### config.mk
export PLATFORM = sky130hd
export DESIGN_NAME = ulpss_top
export DESIGN_NICKNAME = d
export VERILOG_FILES = /design/src/rtl/ulpss_pkg.sv /design/src/rtl/ulpss_ref_monitor.sv /design/src/rtl/ulpss_top.sv
export SDC_FILE = /design/constraint.sdc
export NUM_CORES = 1
export LEC_CHECK = 0
export BUFFER_PORTS_ARGS = -buffer_cell sky130_fd_sc_hd__buf_2
export CAP_MARGIN = 0
export CORE_UTILIZATION = 58
export DETAILED_ROUTE_END_ITERATION = 8
export GPL_ROUTABILITY_DRIVEN = 0
export MAX_ROUTING_LAYER = met4
export PLACE_DENSITY = 0.75
export REMOVE_ABC_BUFFERS = 1
export SYNTH_ARGS = -nofsm -noshare
export SYNTH_HDL_FRONTEND = slang
export SYNTH_SLANG_ARGS = --single-unit
### constraint.sdc
create_clock -name i_clk -period 2.54 [get_ports i_clk]
set_input_delay 0.254 -clock i_clk [delete_from_list [all_inputs] [get_ports i_clk]]
set_output_delay 0.254 -clock i_clk [all_outputs]
set_load 0.01 [all_outputs]
### src/rtl/ulpss_pkg.sv
// Constants and types for the link start-up sequencer
`default_nettype none

package ulpss_pkg;
	localparam int unsigned CLK_HZ         = 20_000_000;
	// Shortest low time of the reset pin, in nanoseconds
	localparam int unsigned RESET_MIN_NS   = 1000;
	localparam int unsigned RESET_MIN_CYC  =
		(RESET_MIN_NS * (CLK_HZ / 1_000_000) + 999) / 1000;
	// Reference edges counted before lock is believed; plain default
	localparam int unsigned LOCK_EDGES     = 64;
	// Reference silence (cycles) that drops lock
	localparam int unsigned REF_LOST_CYC   = 16;
	localparam logic [7:0]  BUS_IDLE       = 8'h00;
	localparam logic [1:0]  REG_LEVEL_RST  = 2'h0;
	localparam logic        AUTO_RESUME_RST = 1'b0;

	typedef enum logic [2:0] {
		ULPSS_RESET,
		ULPSS_WAIT_LOCK,
		ULPSS_WAIT_STP,
		ULPSS_RUN,
		ULPSS_LOW_POWER
	} ulpss_state_e;
endpackage

`default_nettype wire

### src/rtl/ulpss_ref_monitor.sv
// Reference clock edge detection and lock model
`default_nettype none

module ulpss_ref_monitor #(
	parameter int unsigned LOCK_EDGES = ulpss_pkg::LOCK_EDGES,
	parameter int unsigned LOST_CYC   = ulpss_pkg::REF_LOST_CYC
) (
	input  wire logic i_clk,
	input  wire logic i_reset_n,
	input  wire logic i_enable,
	input  wire logic i_ref,
	output logic      o_ref_rise,
	output logic      o_locked
);
	// Counters are 16 bits wide; refuse counts they cannot hold
	if (LOCK_EDGES < 1 || LOCK_EDGES > 65535 || LOST_CYC < 2 ||
	    LOST_CYC > 65535) begin : g_bad_param
		$error("ulpss_ref_monitor: bad parameter");
	end

	logic        ref_q;
	logic [15:0] edge_cnt;
	logic [15:0] quiet_cnt;

	// Rising edge only; falling edge ignored
	assign o_ref_rise = i_ref & ~ref_q;

	always_ff @(posedge i_clk) begin
		if (!i_reset_n)
			ref_q <= 1'b0;
		else
			ref_q <= i_ref;
	end

	// Silence counter; long silence means reference lost
	always_ff @(posedge i_clk) begin
		if (!i_reset_n || o_ref_rise || !i_enable)
			quiet_cnt <= 16'h0000;
		else if (quiet_cnt != 16'(LOST_CYC))
			quiet_cnt <= quiet_cnt + 16'h0001;
	end

	// Lock counted from the first edge after enable
	always_ff @(posedge i_clk) begin
		if (!i_reset_n || !i_enable) begin
			edge_cnt <= 16'h0000;
			o_locked <= 1'b0;
		end else if (quiet_cnt == 16'(LOST_CYC)) begin
			edge_cnt <= 16'h0000;
			o_locked <= 1'b0;
		end else if (o_ref_rise && !o_locked) begin
			if (edge_cnt == 16'(LOCK_EDGES - 1))
				o_locked <= 1'b1;
			else
				edge_cnt <= edge_cnt + 16'h0001;
		end
	end
endmodule

`default_nettype wire

### src/rtl/ulpss_top.sv
// Start-up and reset sequencer for the low pin count link
`default_nettype none

module ulpss_top #(
	parameter int unsigned LOCK_EDGES = ulpss_pkg::LOCK_EDGES,
	parameter int unsigned LOST_CYC   = ulpss_pkg::REF_LOST_CYC
) (
	input  wire logic       i_clk,
	input  wire logic       i_reset_n,
	input  wire logic       i_por_done,
	input  wire logic       i_reset_in_pin,
	input  wire logic       i_reference_clock_in,
	input  wire logic       i_stp,
	input  wire logic       i_transceiver_supply,
	input  wire logic       i_low_power_req,
	input  wire logic       i_uart_mode,
	input  wire logic       i_auto_resume_wr,
	input  wire logic       i_auto_resume_val,
	input  wire logic       i_reg_level_wr,
	input  wire logic [1:0] i_reg_level_val,
	output logic            o_dir,
	output logic [7:0]      o_data,
	output logic            o_data_oe,
	output logic            o_pll_locked,
	output logic            o_phy_clock_run,
	output logic            o_sync_mode,
	output logic            o_usb_enable,
	output logic            o_reg_access,
	output logic            o_auto_resume_enable,
	output logic [1:0]      o_regulator_level_select,
	output logic [1:0]      o_regulator_level
);
	////////////////////////////////////////////////////////////////////
	// Reset pin qualification

	logic [15:0]           low_cnt;
	logic                  low_ok;
	logic                  pin_q;
	logic                  dev_run;
	ulpss_pkg::ulpss_state_e state;
	ulpss_pkg::ulpss_state_e next_state;
	logic                  ref_rise;
	logic                  locked;

	// Low-time counter is 16 bits wide
	if (ulpss_pkg::RESET_MIN_CYC > 65535) begin : g_bad_reset_cnt
		$error("ulpss_top: reset count too wide");
	end

	// Count low time of the reset pin
	always_ff @(posedge i_clk) begin
		if (!i_reset_n || i_reset_in_pin)
			low_cnt <= 16'h0000;
		else if (low_cnt != 16'(ulpss_pkg::RESET_MIN_CYC))
			low_cnt <= low_cnt + 16'h0001;
	end

	// A low pulse long enough counts as a full reset
	always_ff @(posedge i_clk) begin
		if (!i_reset_n)
			low_ok <= 1'b0;
		else if (low_cnt == 16'(ulpss_pkg::RESET_MIN_CYC))
			low_ok <= 1'b1;
		else if (state != ulpss_pkg::ULPSS_RESET)
			low_ok <= 1'b0;
	end

	always_ff @(posedge i_clk) begin
		if (!i_reset_n)
			pin_q <= 1'b0;
		else
			pin_q <= i_reset_in_pin;
	end

	// Device runs only with power-on done and pin high
	assign dev_run = i_por_done & i_reset_in_pin;

	////////////////////////////////////////////////////////////////////
	// Reference clock monitor

	ulpss_ref_monitor #(
		.LOCK_EDGES (LOCK_EDGES),
		.LOST_CYC   (LOST_CYC)
	) u_refmon (
		.i_clk      (i_clk),
		.i_reset_n  (i_reset_n),
		.i_enable   (dev_run),
		.i_ref      (i_reference_clock_in),
		.o_ref_rise (ref_rise),
		.o_locked   (locked)
	);

	////////////////////////////////////////////////////////////////////
	// Start-up state machine

	// Device owns the bus while waiting for lock or for stop low
	function automatic logic owns_bus(input ulpss_pkg::ulpss_state_e s);
		return (s == ulpss_pkg::ULPSS_WAIT_LOCK) ||
		       (s == ulpss_pkg::ULPSS_WAIT_STP);
	endfunction

	always_comb begin
		next_state = state;
		case (state)
			ulpss_pkg::ULPSS_RESET: begin
				if (dev_run)
					next_state = ulpss_pkg::ULPSS_WAIT_LOCK;
			end
			ulpss_pkg::ULPSS_WAIT_LOCK: begin
				if (locked)
					next_state = ulpss_pkg::ULPSS_WAIT_STP;
			end
			ulpss_pkg::ULPSS_WAIT_STP: begin
				if (!locked)
					next_state = ulpss_pkg::ULPSS_WAIT_LOCK;
				else if (!i_stp)
					next_state = ulpss_pkg::ULPSS_RUN;
			end
			ulpss_pkg::ULPSS_RUN: begin
				if (!locked)
					next_state = ulpss_pkg::ULPSS_WAIT_LOCK;
				else if (i_low_power_req)
					next_state = ulpss_pkg::ULPSS_LOW_POWER;
			end
			ulpss_pkg::ULPSS_LOW_POWER: begin
				if (i_stp)
					next_state = ulpss_pkg::ULPSS_WAIT_LOCK;
			end
			default: next_state = ulpss_pkg::ULPSS_RESET;
		endcase
		// Losing the pin or power-on returns to reset
		if (!dev_run)
			next_state = ulpss_pkg::ULPSS_RESET;
	end

	always_ff @(posedge i_clk) begin
		if (!i_reset_n)
			state <= ulpss_pkg::ULPSS_RESET;
		else
			state <= next_state;
	end

	////////////////////////////////////////////////////////////////////
	// Link outputs

	// Direction held high until lock and stop low
	always_ff @(posedge i_clk) begin
		if (!i_reset_n)
			o_dir <= 1'b0;
		else
			o_dir <= owns_bus(next_state);
	end

	// Idle on the bus while direction is ours
	always_ff @(posedge i_clk) begin
		if (!i_reset_n) begin
			o_data    <= ulpss_pkg::BUS_IDLE;
			o_data_oe <= 1'b0;
		end else begin
			o_data    <= ulpss_pkg::BUS_IDLE;
			o_data_oe <= owns_bus(next_state);
		end
	end

	// Status outputs
	always_ff @(posedge i_clk) begin
		if (!i_reset_n) begin
			o_pll_locked    <= 1'b0;
			o_phy_clock_run <= 1'b0;
			o_sync_mode     <= 1'b0;
			o_usb_enable    <= 1'b0;
			o_reg_access    <= 1'b0;
		end else begin
			o_pll_locked    <= locked;
			// Link clock runs while locked except in low power, free of reference phase
			o_phy_clock_run <= locked &&
				(next_state != ulpss_pkg::ULPSS_LOW_POWER);
			o_sync_mode     <= (next_state == ulpss_pkg::ULPSS_RUN);
			o_reg_access    <= (next_state == ulpss_pkg::ULPSS_RUN);
			o_usb_enable    <= (next_state == ulpss_pkg::ULPSS_RUN) &&
			                   i_transceiver_supply;
		end
	end

	////////////////////////////////////////////////////////////////////
	// Control bits, defaulted by either reset

	always_ff @(posedge i_clk) begin
		if (!i_reset_n || low_ok || (pin_q && !i_reset_in_pin) ||
		    state == ulpss_pkg::ULPSS_RESET) begin
			o_auto_resume_enable     <= ulpss_pkg::AUTO_RESUME_RST;
			o_regulator_level_select <= ulpss_pkg::REG_LEVEL_RST;
		end else if (state == ulpss_pkg::ULPSS_RUN) begin
			if (i_auto_resume_wr)
				o_auto_resume_enable <= i_auto_resume_val;
			if (i_reg_level_wr)
				o_regulator_level_select <= i_reg_level_val;
		end
	end

	// Regulator level follows select only in UART mode
	always_ff @(posedge i_clk) begin
		if (!i_reset_n)
			o_regulator_level <= ulpss_pkg::REG_LEVEL_RST;
		else if (i_uart_mode)
			o_regulator_level <= o_regulator_level_select;
		else
			o_regulator_level <= ulpss_pkg::REG_LEVEL_RST;
	end
endmodule

`default_nettype wire

==> results by group <==
Synth
  – Ys flop type: dfxtp_1
  – Area contributors post-synth: dfxtp_1, xnor2_1, nor2_1, a21oi_1, nand3_1
  – Distinct cells, synth: 49
  – FF+latch count, synth: 65
  – Ys async rst share: 0%
  – Syn_area_per_cell: 8.670 um2
  – Synth top area share: 42.64%
  – Syn Inst Count: 352
  – Ys Warns: 0
  – Post-synth top area cell: dfxtp_1
  – Seq/Total Area, Yosys: 42.64%
  – Post-synth EDFFs: 0
  – Cell Area, Synth: 3052 um2

Global route
  – Initial antenna violation count: 0
  – Vias in the first global route: 2164
  – First-pass GRT wire length: 9.694 mm
  – GRT Total Usage: 23.79%
  – Largest net degree at the start of global routing: 18
  – Total gr overflow: 0

Worst setup path
  – Worst-path cell chain: ha_1 > or4bb_1 > nor4_4 > or3_2 > a21oi_1
  – Crit path max-delay cell type: or4bb_1
  – Crit-path max FO: 16
  – Crit. End Element: register
  – CP required: 2740 ps
  – Slowest stage delay, CP: 550 ps
  – CP Launch Type: register
  – WS Path Type: reg2reg
  – CP arrival: 2410 ps

Placement
  – Final HPWL DP: 3.828 mm
  – I/O Buffers: 25
  – Dpl cells: 438
  – Placed cell areas: 3189 um2

Clock network
  – H-tree depth: 3
  – Clock Tree Root: clkbuf_8
  – CTS tree: done
  – Clock buffer depth: 2
  – Post-CTS Setup Inserts: 0
  – CTS Buf Count: 9
  – Worst-path clk slew: 70 ps
  – CTS sink cnt: 65
  – Hold_buf cts: 0
  – Post-CTS sizing: 0
  – Clk_lat worst skew: 340 ps

Floorplan
  – Area of the core: 5075 um2
  – Die Area: 5555 um2
  – Die W: 74.54 um
  – Row count: 26
  – Initial Util: 60.13%
  – Die Y: 74.54 um
  – Boundary pin count: 34

Final layout
  – Area Growth Syn to Fin: 10.95%
  – Design Area, Final: 3386 um2
  – Most common cell after layout, fill and taps aside: dfxtp_1
  – Register cell area after layout: 1301 um2
  – Share of layout cells above drive strength 1: 13.54%
  – Fin nets: 398
  – Number of fill cells in the layout: 443
  – Fin cells: 454
  – Multi-input logic area: 1608 um2
  – Util after Layout: 66.72%
  – Commonest non-fill, non-tap cells in the layout: dfxtp_1, nor2_1, buf_2, a21oi_1, xnor2_1
  – Antenna diode count: 0

Drt
  – Via count: 2510
  – Drt via density: 5.529
  – Wirelength per Cell: 12.41 um
  – Max Used Layer: met4
  – Wire length on met2: 2.578 mm
  – Drt pass-1 iters: 4
  – WL met3: 217 um
  – Routed Antenna Nets: 0
  – Post-Route WL: 5.633 mm
  – DRC errors left: 0
  – DRT iter0 DRCs: 105
  – WL met1: 2.759 mm

Pwr
  – Pwr dens: 578.0 nW/um2
  – Worst VDD drop: 0.0003776 V
  – Leakage power: 1.134 nW

STA
  – Measured slew at the worst slew-check pin: 702.4 ps
  – Max Slew Vio Count: 0
  – Fin crit share: 87.15%
  – Max Freq: 451.7 MHz
  – Setup TNS: 0 ps
  – Final Setup Violations: 0
  – Minimum clock period: 2214 ps
  – Worst hold margin: 111.9 ps
  – Final hold vios: 0
  – Clk_skew: 11.92 ps
  – RSZ-0062 raised after global routing: no
  – Worst rel slew slack: 52.82%

Run status
  – Status: finished clean

Run
  – Max Cap Violations: 0

Worst hold path
  – HP Class: in2reg
[state kept, by name, indices dropped and copies added, names as in the netlist]
signal	count
low_ok	1
o_auto_resume_enable	1
o_regulator_level_select	2
o_reg_access	1
o_pll_locked	1
o_regulator_level	2
state	3
low_cnt	16
u_refmon.quiet_cnt	16
u_refmon.ref_q	1
u_refmon.edge_cnt	16
o_usb_enable	1
o_phy_clock_run	1
pin_q	1
o_data_oe	1
u_refmon.o_locked	1
[critical path: cells and delay by family, from the launching register on]
family	cells	cell delay (ps)
compound gates	1	60
simple gates	3	1330
flops	1	400
fa+ha+maj	1	280
[metal layers]
metal  global-route usage (%)  up-vias
met5                        -        -
met4                    8.176        0
met3                    7.859        9
met2                    36.04       40
met1                    29.62     1162
li1                         -     1299
[where the power goes]
part / leakage [nW] / internal [mW] / switching, mW
clock network: 0.0953 / 0.477 / 0.395
registers: 0.525 / 1.02 / 0.00561
logic: 0.514 / 0.0201 / 0.0351
total: 1.13 / 1.52 / 0.436
[cell type report]
| class | instances | area share [%] |
|---|---|---|
| Sequential cell | 65 | 38.43 |
| Tap cell | 70 | 2.587 |
| Inverter | 16 | 1.774 |
| Timing Repair Buffer | 26 | 3.917 |
| Clock inverter | 5 | 1.626 |
| Multi-Input combinational cell | 261 | 47.49 |
| Clock buffer | 11 | 4.176 |
[stage by stage]
stage | setup WS, ps | power, mW
floorplan | 607.3 | 1.083
global placement | 423.7 | 1.107
detailed placement | 333.6 | 1.108
CTS | 320.4 | 1.982
global route | 142.0 | 2.041
finish | 326.4 | 1.957
[cell families (layout without fill, tap and decap cells)]
group | Yosys count | in the layout | share of synthesized area, %
other | 1 | 8 | 0.1229
xor gates and xnor gates | 25 | 25 | 7.175
DFF | 65 | 65 | 42.64
and+or+nand+nor | 168 | 168 | 31.78
muxes | 3 | 3 | 1.025
adders and majority gates | 5 | 5 | 2.050
buffers and inverters | 33 | 58 | 5.535
AOI/OAI and AO/OA | 52 | 52 | 9.676
[worst paths after layout]
| kind | start | to | slack (ps) | depth (start not counted) |
|---|---|---|---|---|
| worst min-delay path | i_transceiver_supply | o_usb_enable$_SDFF_PN0_ | 110 | 2 |
| worst min register to register | o_auto_resume_enable$_SDFFE_PP0P_ | o_auto_resume_enable$_SDFFE_PP0P_ | 450 | 2 |
| worst max-delay path | u_refmon.edge_cnt[0]$_SDFFE_PP0P_ | u_refmon.edge_cnt[3]$_SDFFE_PP0P_ | 330 | 5 |
| worst max register to register | u_refmon.edge_cnt[0]$_SDFFE_PP0P_ | u_refmon.edge_cnt[3]$_SDFFE_PP0P_ | 330 | 5 |
[cell usage after synthesis, types with 2 or more instances]
| cell type | count |
|---|---|
| and3_1 | 8 |
| or4_4 | 2 |
| inv_1 | 16 |
| xnor2_1 | 21 |
| clkbuf_1 | 6 |
| mux2i_1 | 2 |
| and3b_1 | 2 |
| nor3_1 | 12 |
| nand2_1 | 20 |
| or3_1 | 12 |
| o21ai_0 | 11 |
| or4bb_1 | 2 |
| nand3b_1 | 2 |
| nor4b_1 | 3 |
| nand2b_1 | 4 |
| dfxtp_1 | 65 |
| nand4_1 | 10 |
| nor4_1 | 13 |
| o31ai_1 | 4 |
| a31oi_1 | 2 |
| and2_1 | 4 |
| buf_4 | 10 |
| o21ai_1 | 6 |
| or3_2 | 2 |
| a21oi_1 | 23 |
| nand3_1 | 20 |
| nor2_1 | 35 |
| or4_1 | 5 |
| or3b_1 | 2 |
| xor2_1 | 4 |
| o2111ai_1 | 2 |
| ha_1 | 5 |
(Power assumes the default switching activity.)
